<file path="src/pkg/ulm_pkg.sv">
// Constants, field positions and shared types of the UART line/modem control block
package ulm_pkg;
  // Register byte addresses
  localparam logic [7:0] ADDR_DATA = 8'h00;
  localparam logic [7:0] ADDR_DIVH = 8'h04;
  localparam logic [7:0] ADDR_LCR = 8'h0C;
  localparam logic [7:0] ADDR_MCR = 8'h10;
  localparam logic [7:0] ADDR_LSR = 8'h14;
  localparam logic [7:0] ADDR_EFR = 8'h20;
  // Line format fields
  localparam int LCR_STOP = 2;
  localparam int LCR_PEN = 3;
  localparam int LCR_EVEN = 4;
  localparam int LCR_FORCE = 5;
  localparam int LCR_BRK = 6;
  localparam int LCR_DLAB = 7;
  // Modem output control fields
  localparam int MCR_DTR = 0;
  localparam int MCR_RTS = 1;
  localparam int MCR_OP1 = 2;
  localparam int MCR_OP2 = 3;
  localparam int MCR_LOOP = 4;
  localparam int MCR_XANY = 5;
  localparam int MCR_IR = 6;
  localparam int MCR_PRE = 7;
  localparam logic [7:0] MCR_ENH_MASK = 8'hE0;
  // Enhanced feature fields
  localparam int EFR_ENH = 4;
  localparam int EFR_ARTS = 6;
  // Reset values
  localparam logic [7:0] LCR_RST = 8'h00;
  localparam logic [7:0] MCR_RST = 8'h00;
  localparam logic [7:0] EFR_RST = 8'h00;
  localparam logic [15:0] DIV_RST = 16'h0001;
  // Timing in 16x sample ticks, prescaler count in clocks, word lengths in bits
  localparam logic [5:0] OVS_LAST = 6'h0F;
  localparam logic [5:0] HALF_LAST = 6'h07;
  localparam logic [5:0] STOP15_LAST = 6'h17;
  localparam logic [5:0] STOP2_LAST = 6'h1F;
  localparam logic [5:0] IR_PULSE = 6'h03;
  localparam logic [1:0] PRE_LAST = 2'h3;
  localparam logic [3:0] WL_BASE = 4'h5;
  localparam logic [3:0] WL_MAX = 4'h8;
  typedef enum logic [2:0] {TX_IDLE, TX_START, TX_DATA, TX_PAR, TX_STOP} ulm_tx_state_type;
  typedef enum logic [2:0] {RX_IDLE, RX_START, RX_DATA, RX_PAR, RX_STOP, RX_BRKW} ulm_rx_state_type;
  // One stored receive character with its error tags
  typedef struct packed {
    logic brk;
    logic fe;
    logic pe;
    logic [7:0] data;
  } ulm_rx_entry_type;
endpackage

</file>
<file path="src/rtl/ulm_top.sv">
// UART character format, modem output control and line status with APB access
//
// Decided for this implementation: the APB slave port and the address map.
`timescale 1ns/1ps
`default_nettype none
module ulm_top
  import ulm_pkg::*;
#(
  parameter int DEPTH = 16,
  parameter int RTS_LVL = 14
) (
  input wire logic i_clk,
  input wire logic i_reset_n,
  input wire logic i_psel,
  input wire logic i_penable,
  input wire logic i_pwrite,
  input wire logic [7:0] i_paddr,
  input wire logic [31:0] i_pwdata,
  output logic [31:0] o_prdata,
  output logic o_pready,
  output logic o_pslverr,
  input wire logic i_rx,
  output logic o_tx,
  output logic o_dtr_n,
  output logic o_rts_n,
  output logic o_user_output_2_n,
  output logic o_irq,
  output logic o_irq_oe,
  output logic o_loop_ring,
  input wire logic i_tx_halted,
  input wire logic i_sw_flow_on,
  input wire logic [7:0] i_xon_char,
  input wire logic [7:0] i_xoff_char,
  output logic o_xon_resume
);
  localparam int AW = $clog2(DEPTH);
  localparam logic [AW:0] FULL = (AW + 1)'(DEPTH);
  localparam logic [AW:0] RTS_HI = (AW + 1)'(RTS_LVL);

  typedef struct packed {
    logic [7:0] line_format_control;
    logic [7:0] modem_output_control;
    logic [7:0] enhanced_feature_control;
    logic [15:0] div;
    logic [1:0] pre;
    logic [15:0] bcnt;
    logic [DEPTH-1:0][7:0] txf;
    logic [AW-1:0] tx_wp;
    logic [AW-1:0] tx_rp;
    logic [AW:0] tx_cnt;
    ulm_tx_state_type tx_st;
    logic [7:0] tx_sh;
    logic tx_par;
    logic [3:0] tx_bit;
    logic [5:0] tx_smp;
    ulm_rx_state_type rx_st;
    logic [7:0] rx_sh;
    logic [3:0] rx_bit;
    logic [5:0] rx_smp;
    logic rx_pe;
    logic rx_zero;
    logic ir_hit;
    ulm_rx_entry_type [DEPTH-1:0] rxf;
    logic [AW-1:0] rx_wp;
    logic [AW-1:0] rx_rp;
    logic [AW:0] rx_cnt;
    logic [AW:0] err_cnt;
    logic overrun;
    logic tags_hidden;
    logic ls_pend;
    logic [31:0] prdata;
    logic pready;
    logic pslverr;
    logic tx_pin;
    logic dtr_n;
    logic rts_n;
    logic op2_n;
    logic irq_oe;
    logic loop_ring;
    logic xon_resume;
  } ulm_state_type;

  ulm_state_type s_r;
  ulm_state_type s_nxt;
  logic [1:0] rst_sync_r;
  logic rst_n;

  ////////////////////////////////////////////////////////////////////////////
  // Helper functions

  // Keeps only the bits of the programmed word length
  function automatic logic [7:0] mask_data(input logic [7:0] d, input logic [3:0] nb);
    logic [7:0] m;
    m = 8'hFF >> (WL_MAX - nb);
    return d & m;
  endfunction

  // Parity bit to send or expect for a character
  function automatic logic par_bit(input logic [7:0] line_format_control, input logic [7:0] d);
    logic p;
    if (line_format_control[LCR_FORCE]) begin
      p = ~line_format_control[LCR_EVEN];
    end else begin
      p = line_format_control[LCR_EVEN] ? ^d : ~^d;
    end
    return p;
  endfunction

  ////////////////////////////////////////////////////////////////////////////
  // Reset release through two flip-flops
  always_ff @(posedge i_clk or negedge i_reset_n) begin
    if (!i_reset_n) begin
      rst_sync_r <= 2'h0;
    end else begin
      rst_sync_r <= {rst_sync_r[0], 1'b1};
    end
  end
  assign rst_n = rst_sync_r[1];

  ////////////////////////////////////////////////////////////////////////////
  // Next-state logic
  logic acc;
  logic done;
  logic [3:0] nbits;
  logic [5:0] stop_last;
  logic pre_tick;
  logic tick;
  logic enh;
  logic loop;
  logic ir_on;
  logic ir_pulse;
  logic lin;
  logic ser;
  logic tx_last;
  logic rx_sample;
  logic [7:0] rx_data;
  logic [7:0] rd_val;
  logic bad_addr;
  logic dlab;
  logic tx_push;
  logic tx_pop;
  logic rx_push;
  logic rx_pop;
  logic push_tag;
  logic pop_tag;
  logic lsr_rd;
  logic ovr_evt;
  ulm_rx_entry_type head;
  ulm_rx_entry_type ent;

  always_comb begin
    s_nxt = s_r;
    s_nxt.xon_resume = 1'b0;
    acc = i_psel & i_penable;
    done = acc & s_r.pready;
    dlab = s_r.line_format_control[LCR_DLAB];
    enh = s_r.enhanced_feature_control[EFR_ENH];
    loop = s_r.modem_output_control[MCR_LOOP];
    ir_on = s_r.modem_output_control[MCR_IR] & enh;
    nbits = WL_BASE + {2'h0, s_r.line_format_control[1:0]};
    if (!s_r.line_format_control[LCR_STOP]) begin
      stop_last = OVS_LAST;
    end else if (s_r.line_format_control[1:0] == 2'h0) begin
      stop_last = STOP15_LAST;
    end else begin
      stop_last = STOP2_LAST;
    end
    head = s_r.rxf[s_r.rx_rp];
    ent = '0;
    tx_push = 1'b0;
    tx_pop = 1'b0;
    rx_push = 1'b0;
    rx_pop = 1'b0;
    push_tag = 1'b0;
    pop_tag = head.pe | head.fe | head.brk;
    lsr_rd = 1'b0;
    ovr_evt = 1'b0;
    rx_sample = 1'b0;

    // Prescaler then baud divisor give the 16x sample tick
    pre_tick = ~s_r.modem_output_control[MCR_PRE] | (s_r.pre == PRE_LAST);
    s_nxt.pre = s_r.modem_output_control[MCR_PRE] ? s_r.pre + 2'h1 : 2'h0;
    tick = 1'b0;
    if (pre_tick) begin
      if (s_r.bcnt == 16'h0000) begin
        s_nxt.bcnt = (s_r.div == 16'h0000) ? 16'h0000 : s_r.div - 16'h0001;
        tick = 1'b1;
      end else begin
        s_nxt.bcnt = s_r.bcnt - 16'h0001;
      end
    end

    // Logical serial level of the transmitter
    case (s_r.tx_st)
      TX_START: ser = 1'b0;
      TX_DATA: ser = s_r.tx_sh[0];
      TX_PAR: ser = s_r.tx_par;
      default: ser = 1'b1;
    endcase
    if (s_r.line_format_control[LCR_BRK]) begin
      ser = 1'b0;
    end

    // Receive line: internal return, infrared decode or plain pin
    ir_pulse = ir_on & (i_rx != s_r.modem_output_control[MCR_OP1]);
    if (loop) begin
      lin = ser;
    end else if (ir_on) begin
      lin = ~(s_r.ir_hit | ir_pulse);
    end else begin
      lin = i_rx;
    end

    ////////////////////////////////////////////////////////////////////////
    // Transmitter
    tx_last = tick & (s_r.tx_smp == ((s_r.tx_st == TX_STOP) ? stop_last : OVS_LAST));
    if (tick && s_r.tx_st != TX_IDLE) begin
      s_nxt.tx_smp = tx_last ? 6'h00 : s_r.tx_smp + 6'h01;
    end
    case (s_r.tx_st)
      TX_IDLE: begin
        if (s_r.tx_cnt != '0) begin
          tx_pop = 1'b1;
          s_nxt.tx_sh = mask_data(s_r.txf[s_r.tx_rp], nbits);
          s_nxt.tx_par = par_bit(s_r.line_format_control, mask_data(s_r.txf[s_r.tx_rp], nbits));
          s_nxt.tx_st = TX_START;
          s_nxt.tx_smp = 6'h00;
        end
      end
      TX_START: begin
        if (tx_last) begin
          s_nxt.tx_st = TX_DATA;
          s_nxt.tx_bit = 4'h0;
        end
      end
      TX_DATA: begin
        if (tx_last) begin
          s_nxt.tx_sh = s_r.tx_sh >> 1;
          s_nxt.tx_bit = s_r.tx_bit + 4'h1;
          if (s_r.tx_bit == nbits - 4'h1) begin
            s_nxt.tx_st = s_r.line_format_control[LCR_PEN] ? TX_PAR : TX_STOP;
          end
        end
      end
      TX_PAR: begin
        if (tx_last) begin
          s_nxt.tx_st = TX_STOP;
        end
      end
      TX_STOP: begin
        if (tx_last) begin
          s_nxt.tx_st = TX_IDLE;
        end
      end
      default: s_nxt.tx_st = TX_IDLE;
    endcase

    ////////////////////////////////////////////////////////////////////////
    // Receiver, sampling mid-bit on the 16x tick
    rx_data = s_r.rx_sh >> (WL_MAX - nbits);
    if (tick) begin
      case (s_r.rx_st)
        RX_IDLE: begin
          if (!lin) begin
            s_nxt.rx_st = RX_START;
            s_nxt.rx_smp = 6'h00;
          end
        end
        RX_START: begin
          s_nxt.rx_smp = s_r.rx_smp + 6'h01;
          if (s_r.rx_smp == HALF_LAST) begin
            rx_sample = 1'b1;
            s_nxt.rx_smp = 6'h00;
            s_nxt.rx_bit = 4'h0;
            s_nxt.rx_zero = 1'b1;
            s_nxt.rx_st = lin ? RX_IDLE : RX_DATA; // Glitch, not a start bit
          end
        end
        RX_DATA, RX_PAR, RX_STOP: begin
          s_nxt.rx_smp = s_r.rx_smp + 6'h01;
          if (s_r.rx_smp == OVS_LAST) begin
            rx_sample = 1'b1;
            s_nxt.rx_smp = 6'h00;
            s_nxt.rx_zero = s_r.rx_zero & ~lin;
            if (s_r.rx_st == RX_DATA) begin
              s_nxt.rx_sh = {lin, s_r.rx_sh[7:1]};
              s_nxt.rx_bit = s_r.rx_bit + 4'h1;
              if (s_r.rx_bit == nbits - 4'h1) begin
                s_nxt.rx_st = s_r.line_format_control[LCR_PEN] ? RX_PAR : RX_STOP;
              end
            end else if (s_r.rx_st == RX_PAR) begin
              s_nxt.rx_pe = lin != par_bit(s_r.line_format_control, rx_data);
              s_nxt.rx_st = RX_STOP;
            end else begin
              ent.data = rx_data;
              ent.pe = s_r.line_format_control[LCR_PEN] & s_r.rx_pe;
              ent.fe = ~lin;
              ent.brk = s_r.rx_zero & ~lin;
              s_nxt.rx_st = ent.brk ? RX_BRKW : RX_IDLE;
              s_nxt.rx_pe = 1'b0;
              if (enh && s_r.modem_output_control[MCR_XANY] && i_tx_halted) begin
                s_nxt.xon_resume = 1'b1;
              end
              if (s_r.rx_cnt == FULL) begin
                s_nxt.overrun = 1'b1;
                ovr_evt = 1'b1;
                s_nxt.ls_pend = 1'b1;
              end else if (!(i_sw_flow_on && (rx_data == i_xon_char || rx_data == i_xoff_char))) begin
                rx_push = 1'b1;
                push_tag = ent.pe | ent.fe | ent.brk;
              end
            end
          end
        end
        RX_BRKW: begin
          if (lin) begin
            s_nxt.rx_st = RX_IDLE;
          end
        end
        default: s_nxt.rx_st = RX_IDLE;
      endcase
    end
    // Short infrared pulses are held until the next sample point
    s_nxt.ir_hit = ir_pulse | (s_r.ir_hit & ~rx_sample);

    ////////////////////////////////////////////////////////////////////////
    // APB read value and address decode
    bad_addr = 1'b0;
    rd_val = 8'h00;
    case (i_paddr)
      ADDR_DATA: rd_val = dlab ? s_r.div[7:0] : head.data;
      ADDR_DIVH: begin
        rd_val = s_r.div[15:8];
        bad_addr = ~dlab;
      end
      ADDR_LCR: rd_val = s_r.line_format_control;
      ADDR_MCR: rd_val = s_r.modem_output_control;
      ADDR_EFR: rd_val = s_r.enhanced_feature_control;
      ADDR_LSR: begin
        rd_val[0] = s_r.rx_cnt != '0;
        rd_val[1] = s_r.overrun;
        rd_val[2] = (s_r.rx_cnt != '0) & ~s_r.tags_hidden & head.pe;
        rd_val[3] = (s_r.rx_cnt != '0) & ~s_r.tags_hidden & head.fe;
        rd_val[4] = (s_r.rx_cnt != '0) & ~s_r.tags_hidden & head.brk;
        rd_val[5] = s_r.tx_cnt == '0;
        rd_val[6] = (s_r.tx_cnt == '0) & (s_r.tx_st == TX_IDLE);
        rd_val[7] = s_r.err_cnt != '0;
      end
      default: bad_addr = 1'b1;
    endcase

    // Answer one cycle into the access phase, act when it completes
    if (acc && !s_r.pready) begin
      s_nxt.pready = 1'b1;
      s_nxt.pslverr = bad_addr;
      s_nxt.prdata = (bad_addr || i_pwrite) ? 32'h0000_0000 : {24'h000000, rd_val};
    end else begin
      s_nxt.pready = 1'b0;
      s_nxt.pslverr = 1'b0;
    end
    if (done && !bad_addr) begin
      if (i_pwrite) begin
        case (i_paddr)
          ADDR_DATA: begin
            if (dlab) begin
              s_nxt.div[7:0] = i_pwdata[7:0];
            end else if (s_r.tx_cnt != FULL) begin
              tx_push = 1'b1; // Writes to a full FIFO are dropped
            end
          end
          ADDR_DIVH: s_nxt.div[15:8] = i_pwdata[7:0];
          ADDR_LCR: s_nxt.line_format_control = i_pwdata[7:0];
          ADDR_MCR: begin
            s_nxt.modem_output_control = (i_pwdata[7:0] & ~MCR_ENH_MASK) | (s_r.modem_output_control & MCR_ENH_MASK);
            if (enh) begin
              s_nxt.modem_output_control = i_pwdata[7:0];
            end
          end
          ADDR_EFR: s_nxt.enhanced_feature_control = i_pwdata[7:0];
          default: ;
        endcase
      end else if (i_paddr == ADDR_DATA && !dlab && s_r.rx_cnt != '0) begin
        rx_pop = 1'b1;
      end else if (i_paddr == ADDR_LSR) begin
        lsr_rd = 1'b1;
      end
    end

    ////////////////////////////////////////////////////////////////////////
    // FIFO bookkeeping and sticky flags; a new event wins over the clear
    if (tx_push) begin
      s_nxt.txf[s_r.tx_wp] = i_pwdata[7:0];
      s_nxt.tx_wp = s_r.tx_wp + AW'(1);
    end
    if (tx_pop) begin
      s_nxt.tx_rp = s_r.tx_rp + AW'(1);
    end
    s_nxt.tx_cnt = s_r.tx_cnt + (AW + 1)'(tx_push) - (AW + 1)'(tx_pop);
    if (rx_push) begin
      s_nxt.rxf[s_r.rx_wp] = ent;
      s_nxt.rx_wp = s_r.rx_wp + AW'(1);
    end
    if (rx_pop) begin
      s_nxt.rx_rp = s_r.rx_rp + AW'(1);
      s_nxt.tags_hidden = 1'b0;
    end
    s_nxt.rx_cnt = s_r.rx_cnt + (AW + 1)'(rx_push) - (AW + 1)'(rx_pop);
    s_nxt.err_cnt = s_r.err_cnt + (AW + 1)'(push_tag) - (AW + 1)'(rx_pop & pop_tag);
    if (lsr_rd) begin
      s_nxt.overrun = ovr_evt;
      s_nxt.ls_pend = 1'b0;
      // An empty store has no head yet; the next arrival must show its own tags
      s_nxt.tags_hidden = s_r.rx_cnt != '0;
    end
    if (ovr_evt) begin
      s_nxt.ls_pend = 1'b1;
    end
    if (push_tag) begin
      s_nxt.ls_pend = 1'b1;
    end

    ////////////////////////////////////////////////////////////////////////
    // Pins; loopback parks the line, DTR and RTS at their idle level
    if (loop) begin
      s_nxt.tx_pin = ~ir_on;
    end else if (ir_on) begin
      s_nxt.tx_pin = ~ser & (s_r.tx_smp < IR_PULSE) & ~s_r.line_format_control[LCR_BRK];
    end else begin
      s_nxt.tx_pin = ser;
    end
    s_nxt.dtr_n = loop | ~s_r.modem_output_control[MCR_DTR];
    if (s_r.enhanced_feature_control[EFR_ARTS]) begin
      s_nxt.rts_n = loop | (s_r.rx_cnt >= RTS_HI);
    end else begin
      s_nxt.rts_n = loop | ~s_r.modem_output_control[MCR_RTS];
    end
    s_nxt.op2_n = ~s_r.modem_output_control[MCR_OP2];
    s_nxt.irq_oe = s_r.modem_output_control[MCR_OP2];
    s_nxt.loop_ring = loop & s_r.modem_output_control[MCR_OP1];
  end

  ////////////////////////////////////////////////////////////////////////////
  // State register
  always_ff @(posedge i_clk or negedge rst_n) begin
    if (!rst_n) begin
      s_r <= '0;
      s_r.line_format_control <= LCR_RST;
      s_r.modem_output_control <= MCR_RST;
      s_r.enhanced_feature_control <= EFR_RST;
      s_r.div <= DIV_RST;
      s_r.tx_st <= TX_IDLE;
      s_r.rx_st <= RX_IDLE;
      s_r.tx_pin <= 1'b1;
      s_r.dtr_n <= 1'b1;
      s_r.rts_n <= 1'b1;
      s_r.op2_n <= 1'b1;
    end else begin
      s_r <= s_nxt;
    end
  end

  // Outputs straight from the state register
  assign o_prdata = s_r.prdata;
  assign o_pready = s_r.pready;
  assign o_pslverr = s_r.pslverr;
  assign o_tx = s_r.tx_pin;
  assign o_dtr_n = s_r.dtr_n;
  assign o_rts_n = s_r.rts_n;
  assign o_user_output_2_n = s_r.op2_n;
  assign o_irq = s_r.ls_pend;
  assign o_irq_oe = s_r.irq_oe;
  assign o_loop_ring = s_r.loop_ring;
  assign o_xon_resume = s_r.xon_resume;
endmodule
`default_nettype wire

</file>
<file path="config.mk">
export PLATFORM = sky130hd
export DESIGN_NAME = ulm_top
export DESIGN_NICKNAME = d
export VERILOG_FILES = /design/src/pkg/ulm_pkg.sv /design/src/rtl/ulm_top.sv
export SDC_FILE = /design/constraint.sdc
export NUM_CORES = 1
export LEC_CHECK = 0
export ABC_AREA = 1
export BUFFER_PORTS_ARGS = -buffer_cell sky130_fd_sc_hd__buf_2
export CAP_MARGIN = 15
export CORE_MARGIN = 2
export CORE_UTILIZATION = 30
export DETAILED_ROUTE_END_ITERATION = 16
export GPL_TIMING_DRIVEN = 0
export PLACE_DENSITY = 0.45
export SLEW_MARGIN = 20
export SYNTH_ARGS = -nofsm -noshare
export SYNTH_HDL_FRONTEND = slang
export SYNTH_SLANG_ARGS = --single-unit
export TNS_END_PERCENT = 10
</file>
<file path="constraint.sdc">
create_clock -name i_clk -period 23.8 [get_ports i_clk]
set_input_delay 1.19 -clock i_clk [delete_from_list [all_inputs] [get_ports i_clk]]
set_output_delay 1.19 -clock i_clk [all_outputs]
set_load 0.005 [all_outputs]
</file>
==> results of run 1 <==
-- worst paths after layout --
check                         startpoint            end  cells past startpoint
max                             s_r[475]        s_r[48]                     25
min                        rst_sync_r[1]       s_r[388]                      0
max reg2reg                     s_r[475]        s_r[48]                     25
min reg2reg                rst_sync_r[1]       s_r[388]                      0
max in group asynchronous  rst_sync_r[1]           o_tx                      3
min in group i_clk         rst_sync_r[0]  rst_sync_r[1]                      0
-- routing by layer --
layer	GRT usage	up-vias	wire (um)
li1	-	10800	-
met1	0.311	10900	42500
met4	0.0614	0	2460
met2	0.337	670	41200
met5	0	-	0
met3	0.0259	103	5330
-- cells in the mapped netlist (10+ instances only) --
| master | n | share of area |
|---|---|---|
| o211ai_1 | 15 | 0.0046 |
| buf_4 | 34 | 0.010 |
| buf_2 | 33 | 0.0067 |
| xnor2_1 | 10 | 0.0035 |
| a21oi_1 | 56 | 0.011 |
| nand2_1 | 916 | 0.14 |
| nor3_1 | 24 | 0.0049 |
| clkbuf_1 | 139 | 0.021 |
| nor2_1 | 254 | 0.039 |
| o221ai_1 | 30 | 0.011 |
| xor2_1 | 51 | 0.018 |
| inv_2 | 14 | 0.0021 |
| buf_1 | 11 | 0.0017 |
| o22ai_1 | 29 | 0.0074 |
| ha_1 | 42 | 0.021 |
| o21ai_0 | 350 | 0.071 |
| nand4_1 | 225 | 0.057 |
| nand3_1 | 122 | 0.025 |
| inv_1 | 210 | 0.032 |
| dfrtp_1 | 456 | 0.46 |
-- state kept, by name, indices dropped and copies added (netlist names) --
name and cells:
dlab 1, enh 1, loop 1, o_dtr_n 1, o_irq 1, o_irq_oe 1
o_loop_ring 1, o_prdata 8, o_pready 1, o_pslverr 1, o_rts_n 1, o_tx 1
o_user_output_2_n 1, o_xon_resume 1, rst_sync_r 2, s_nxt 1, s_r 437
-- worst register-to-register path, cell delays in order, from the launching register on --
cell,delay (ps)
dfrtp_1,520
inv_2,180
ha_1,380
inv_1,70
nand2_1,140
nand2_2,160
inv_2,190
nand2_1,60
o21ai_1,100
nand2_1,220
xor2_1,220
nand2_1,70
nor2_1,50
nand3_2,80
nand2_4,90
a21oi_2,210
buf_4,240
nand2_1,210
ha_1,340
inv_1,40
ha_1,200
fa_1,410
a21oi_1,160
nor2_1,50
nor2_1,110
xor2_1,150
-- power breakdown --
part,total [W],switching (W),internal [W]
registers,0.000801,0.00000858,0.000793
logic,0.0000729,0.0000482,0.0000247
clock network,0.000893,0.000366,0.000527
total,0.00177,0.000422,0.00134
-- final cells by class --
class	count	area (um2)
Inverter	233	876
Timing Repair Buffer	67	533
Multi-Input combinational cell	2259	11300
Clock inverter	8	136
Fill cell	8714	53200
Sequential cell	461	11500
Buffer	219	1010
Tap cell	1070	1340
Clock buffer	95	1780
-- cell usage in the layout (no fill, tap or decap), types with 14 or more instances in the layout --
cell type	instances
nor3_1	24
nand3_1	122
o221ai_1	30
nand2_1	916
clkbuf_1	155
o21ai_0	350
clkbuf_8	23
nor2_1	254
buf_2	90
buf_4	35
dfrtp_1	455
o211ai_1	15
conb_1	25
o22ai_1	29
xor2_1	51
clkbuf_16	56
a21oi_1	56
inv_1	210
inv_2	14
ha_1	42
nand4_1	225
-- per-stage QoR --
stage,hold WS (ps),cells,total power (W),util
2_1_floorplan,331,3172,0.000860,-
3_3_place_gp,334,4299,0.000884,0.323
3_5_place_dp,292,4309,0.000889,0.326
4_1_cts,287,4412,0.00179,0.349
5_1_grt,318,4412,0.00183,0.349
6_report,275,4412,0.00177,0.349
-- cell families (layout without fill, tap and decap cells) --
logic type	after synthesis	count (layout)
flops	461	461
mux	3	3
other cells	2	25
simple gates	1590	1590
fa+ha+maj	45	45
compound gates	534	534
xor+xnor	62	62
buf+inv	452	622
==> impl_metrics.json, run 1 <==
{
  "clk_latency_ps": 650,
  "worst_slew_pin_slew_ps": 1080,
  "viasPerCell": 5.09,
  "dp_slack_ps": 18860,
  "p_leak_nw": 13.7,
  "period_needed_ps": 4750,
  "ys_seq_area_frac": 0.468,
  "slew_headroom": 0.276,
  "status": "finished clean",
  "first_pass_iters": 5,
  "num_vias": 22500,
  "design.die.area_um2": 84600,
  "h-tree-depth": 2,
  "synth_edf_count": 0,
  "crit_type": "flip-flop to flip-flop",
  "holdCritPathClass": "flip-flop to asynchronous set/reset pin",
  "skew_ps": 55.7,
  "drt.antenna.violating_nets": 0,
  "drc": 0,
  "cts.sinks": 461,
  "ys_async_sr_fraction": 1.00,
  "gr-total-overflow": 0,
  "fin_crit_sh": 0.200,
  "cts_made_buffers": 56,
  "start_util": 0.302,
  "arrival_ps": 5270,
  "cpLargestDelayFamily": "adder cells",
  "synthAdderAreaFrac": 0.0237,
  "finalInstanceArea_um2": 28600,
  "ctsResizeCount": 0,
  "ir_worst_vdd_mv": 0.0502,
  "critPathRequiredTime_ps": 24320,
  "crit_slowest_cell": "dfrtp_1",
  "ys_ff_latch": 461,
  "startpoint_type": "flip-flop",
  "worstSetupEndpointType": "flip-flop",
  "maxCapViolCount": 0,
  "synth-xor-area-share": 0.0223,
  "crit_top_cell": "nand2_1",
  "antenna_found_initial": 1,
  "synthFlopType": "dfrtp_1",
  "drt-total-wl_mm": 91.4,
  "yosys.area_share.simple": 0.286,
  "syn_area_um2": 24700,
  "synth_compound_area_frac": 0.122,
  "crit_fanout": 10,
  "fp-row-count": 105,
  "power_density_nw_per_um2": 61.9,
  "yosys_warnings": 0,
  "synth_area_per_cell_um2": 7.84,
  "rsz0062_at_grt": "no",
  "gp_congestion": 0.875,
  "first_iter_violations": 1980,
  "grt_pass1_wl_mm": 140,
  "drive_gt1_frac": 0.0862,
  "synthMuxAreaShare": 0.00127,
  "clockRootBuffer": "clkbuf_16",
  "hold_viol": 0,
  "area_delta_synth_final_pct": 15.7,
  "worst_path_largest_cell_delay_ps": 520,
  "nets": 3406,
  "die_y_um": 291,
  "grt_pass1_vias": 21600,
  "grtUsageTotal": 0.215,
  "ff2ff_setup_slack_ps": 19050,
  "cts_tree": "yes",
  "diodes": 0,
  "dp.final_hpwl_mm": 66.6,
  "core-area_um2": 81700,
  "finalWorstSetupSlack_ps": 19050,
  "clockBufferDepth": 3,
  "tns_ps": 0,
  "setup_violations": 0,
  "fmax_mhz": 210,
  "synthCells": 3149,
  "placed_cell_area_um2": 26600,
  "drv_slew": 0,
  "clkTransAtPathRegs_ps": 60,
  "io_pins": 106,
  "cts_setup_buffers": 0,
  "synth.distinct_cells": 67,
  "synth_top_family_by_area": "simple AND/OR/NAND/NOR gates",
  "die_w_um": 291,
  "port-buffer-count": 57,
  "cts_hold_buf": 0,
  "avgRoutedWirePerCell_um": 20.7,
  "cp_num_buf_inv": 5,
  "grt_max_degree": 54
}
Note: power is estimated with default switching activity, not from simulation.
==> inputs of run 2 (changes only) <==
==> constraint.sdc (replaced) <==
create_clock -name i_clk -period 5 [get_ports i_clk]
set_input_delay 0.25 -clock i_clk [delete_from_list [all_inputs] [get_ports i_clk]]
set_output_delay 0.25 -clock i_clk [all_outputs]
set_load 0.005 [all_outputs]
==> run 2 against run 1 <==
  * Final area up 0.67%
  * Final cell count rose by 0.34%
  * Sequential cell count did not move
  * First-iteration DRC count fell by 4.6%
  * Register-to-register slack worse by 19000 ps
  * Sequential share of layout area fell by 0.26 points
  * Clock skew fell by 0.68 ps
  * Routed wire length rose by 1.6%
  * Global-route usage increased by 0.26 points
  * Maximum frequency rose by 2.4%
  * Combinational power rose to 4.9 times the previous value
  * Critical path type unchanged
==> impl_metrics.json, run 2 (same netlist as run 1, synthesis figures left out) <==
{
  "status": "finished clean",
  "grt_max_degree": 53,
  "dp.final_hpwl_mm": 67.5,
  "fmax_mhz": 215,
  "port-buffer-count": 57,
  "slew_headroom": 0.304,
  "clkTransAtPathRegs_ps": 60,
  "worst_slew_pin_slew_ps": 1040,
  "drv_slew": 0,
  "first_pass_iters": 5,
  "rr_startpoint": "s_r[476]",
  "ff2ff_setup_slack_ps": 360,
  "gp_congestion": 0.914,
  "min_to": "s_r[215]",
  "drc": 0,
  "nets": 3420,
  "grt_pass1_vias": 22400,
  "die_w_um": 291,
  "worstSetupEndpointType": "flip-flop",
  "largest_reg_flops": 437,
  "cts_setup_buffers": 0,
  "crit_type": "flip-flop to flip-flop",
  "p_leak_nw": 13.7,
  "fp-row-count": 105,
  "setup_violations": 0,
  "h-tree-depth": 2,
  "grt_pass1_wl_mm": 142,
  "finalWorstSetupSlack_ps": 360,
  "final_common_cell": "nand2_1",
  "most-common-layout-cells": "nand2_1, dfrtp_1, o21ai_0",
  "hold_path.startpoint": "i_sw_flow_on",
  "regMostFlops": "s_r",
  "start_util": 0.302,
  "drt-total-wl_mm": 92.9,
  "startpoint_type": "flip-flop",
  "cts_made_buffers": 56,
  "num_vias": 22700,
  "core-area_um2": 81700,
  "diodes": 0,
  "clockBufferDepth": 3,
  "avgRoutedWirePerCell_um": 21.0,
  "die_y_um": 291,
  "grtUsageTotal": 0.218,
  "drt.antenna.violating_nets": 0,
  "utilization": 0.352,
  "ir_worst_vdd_mv": 0.289,
  "drive_gt1_frac": 0.0873,
  "skew_ps": 55.0,
  "cts.sinks": 461,
  "power_density_nw_per_um2": 297,
  "hold_viol": 0,
  "clockRootBuffer": "clkbuf_16",
  "crit_fanout": 10,
  "first_iter_violations": 1888,
  "antenna_found_initial": 1,
  "fin_crit_sh": 0.928,
  "design.die.area_um2": 84600,
  "critPathRequiredTime_ps": 5530,
  "holdCritPathClass": "input port to flip-flop",
  "maxCapViolCount": 0,
  "io_pins": 106,
  "cts_tree": "yes",
  "arrival_ps": 5170,
  "gr-total-overflow": 0,
  "min_path_cells": 4,
  "dp_slack_ps": 272,
  "period_needed_ps": 4640,
  "r2r_cells": 25,
  "viasPerCell": 5.12,
  "clk_latency_ps": 650,
  "rsz0062_at_grt": "no",
  "area_delta_synth_final_pct": 16.5,
  "r2r_end": "s_r[48]"
}
run 2: cell types whose count changed in the layout (fill, tap and decap cells not counted), moves of 2 or more:
cell	delta
clkinv_2	+3
clkbuf_8	-3
bufinv_16	+2
dlygate4sd3_1	+13
buf_12	+2
clkbuf_1	-2
run 2: cell type report:
type / instances / area (um2)
tap: 1070 / 1340
fill: 8747 / 53000
buffer: 219 / 1010
clock inverter: 13 / 206
sequential: 461 / 11500
clock buffer: 91 / 1750
multi-input combinational: 2259 / 11300
inverter: 233 / 876
timing repair buffer: 81 / 676
run 2: repair_timing:
action | CTS | global route
endpoints found under the hold margin | 12 | 0
endpoints found under the setup margin | 0 | 1
hold buffers | 13 | 0
gates resized for setup | 0 | 1
run 2: per-stage QoR:
step	cells	instance area, um2	hold WS, ps	total power [W]	TNS (ps)
global placement	4299	26400	36.0	0.00421	-835180
global route	4427	28700	70.7	0.00882	0
finish	4427	28700	65.7	0.00853	0
floorplan	3172	24800	-45.6	0.00409	0
detailed placement	4310	26700	38.0	0.00424	0
CTS	4427	28700	52.5	0.00863	0
run 2: how the worst max path moves through the flow:
stage / from / endpoint / slack, ps / depth (start not counted)
after CTS: s_r[475] / s_r[48] / 280 / 24
after global placement: rst_sync_r[1] / s_r[310] / -1920 / 0
after floorplan: rst_sync_r[1] / dlab / 500 / 0
after global routing: s_r[476] / s_r[48] / 50 / 24
after detailed placement: s_r[475] / s_r[48] / 270 / 24
final: s_r[476] / s_r[48] / 360 / 25
run 2: layer usage:
metal,global-route usage,vias to the layer above,part of all wire
li1,-,10800,-
met1,0.304,11100,0.46
met2,0.352,652,0.46
met3,0.0271,141,0.050
met4,0.0652,0,0.031
met5,0,-,0
run 2: worst max-delay path: stages (launching register included):
cell     delay, ps
dfrtp_1        450
inv_1          200
ha_1           390
inv_1           70
nand2_1        140
nand2_2        170
inv_2          200
nand2_1         70
o21ai_1         90
nand2_1        220
xor2_1         220
nand2_1         70
nor2_1          50
nand3_2         90
nand2_4        100
a21oi_2        150
buf_4          220
nand2_1        210
ha_1           350
inv_1           40
ha_1           200
fa_1           410
a21oi_1        160
nor2_1          50
nor2_1         100
xor2_1         150
run 2: where the power goes:
| part | total [W] | internal, W | switching [W] |
|---|---|---|---|
| combinational | 0.000357 | 0.000125 | 0.000232 |
| clock | 0.00436 | 0.00259 | 0.00176 |
| sequential | 0.00381 | 0.00377 | 0.0000424 |
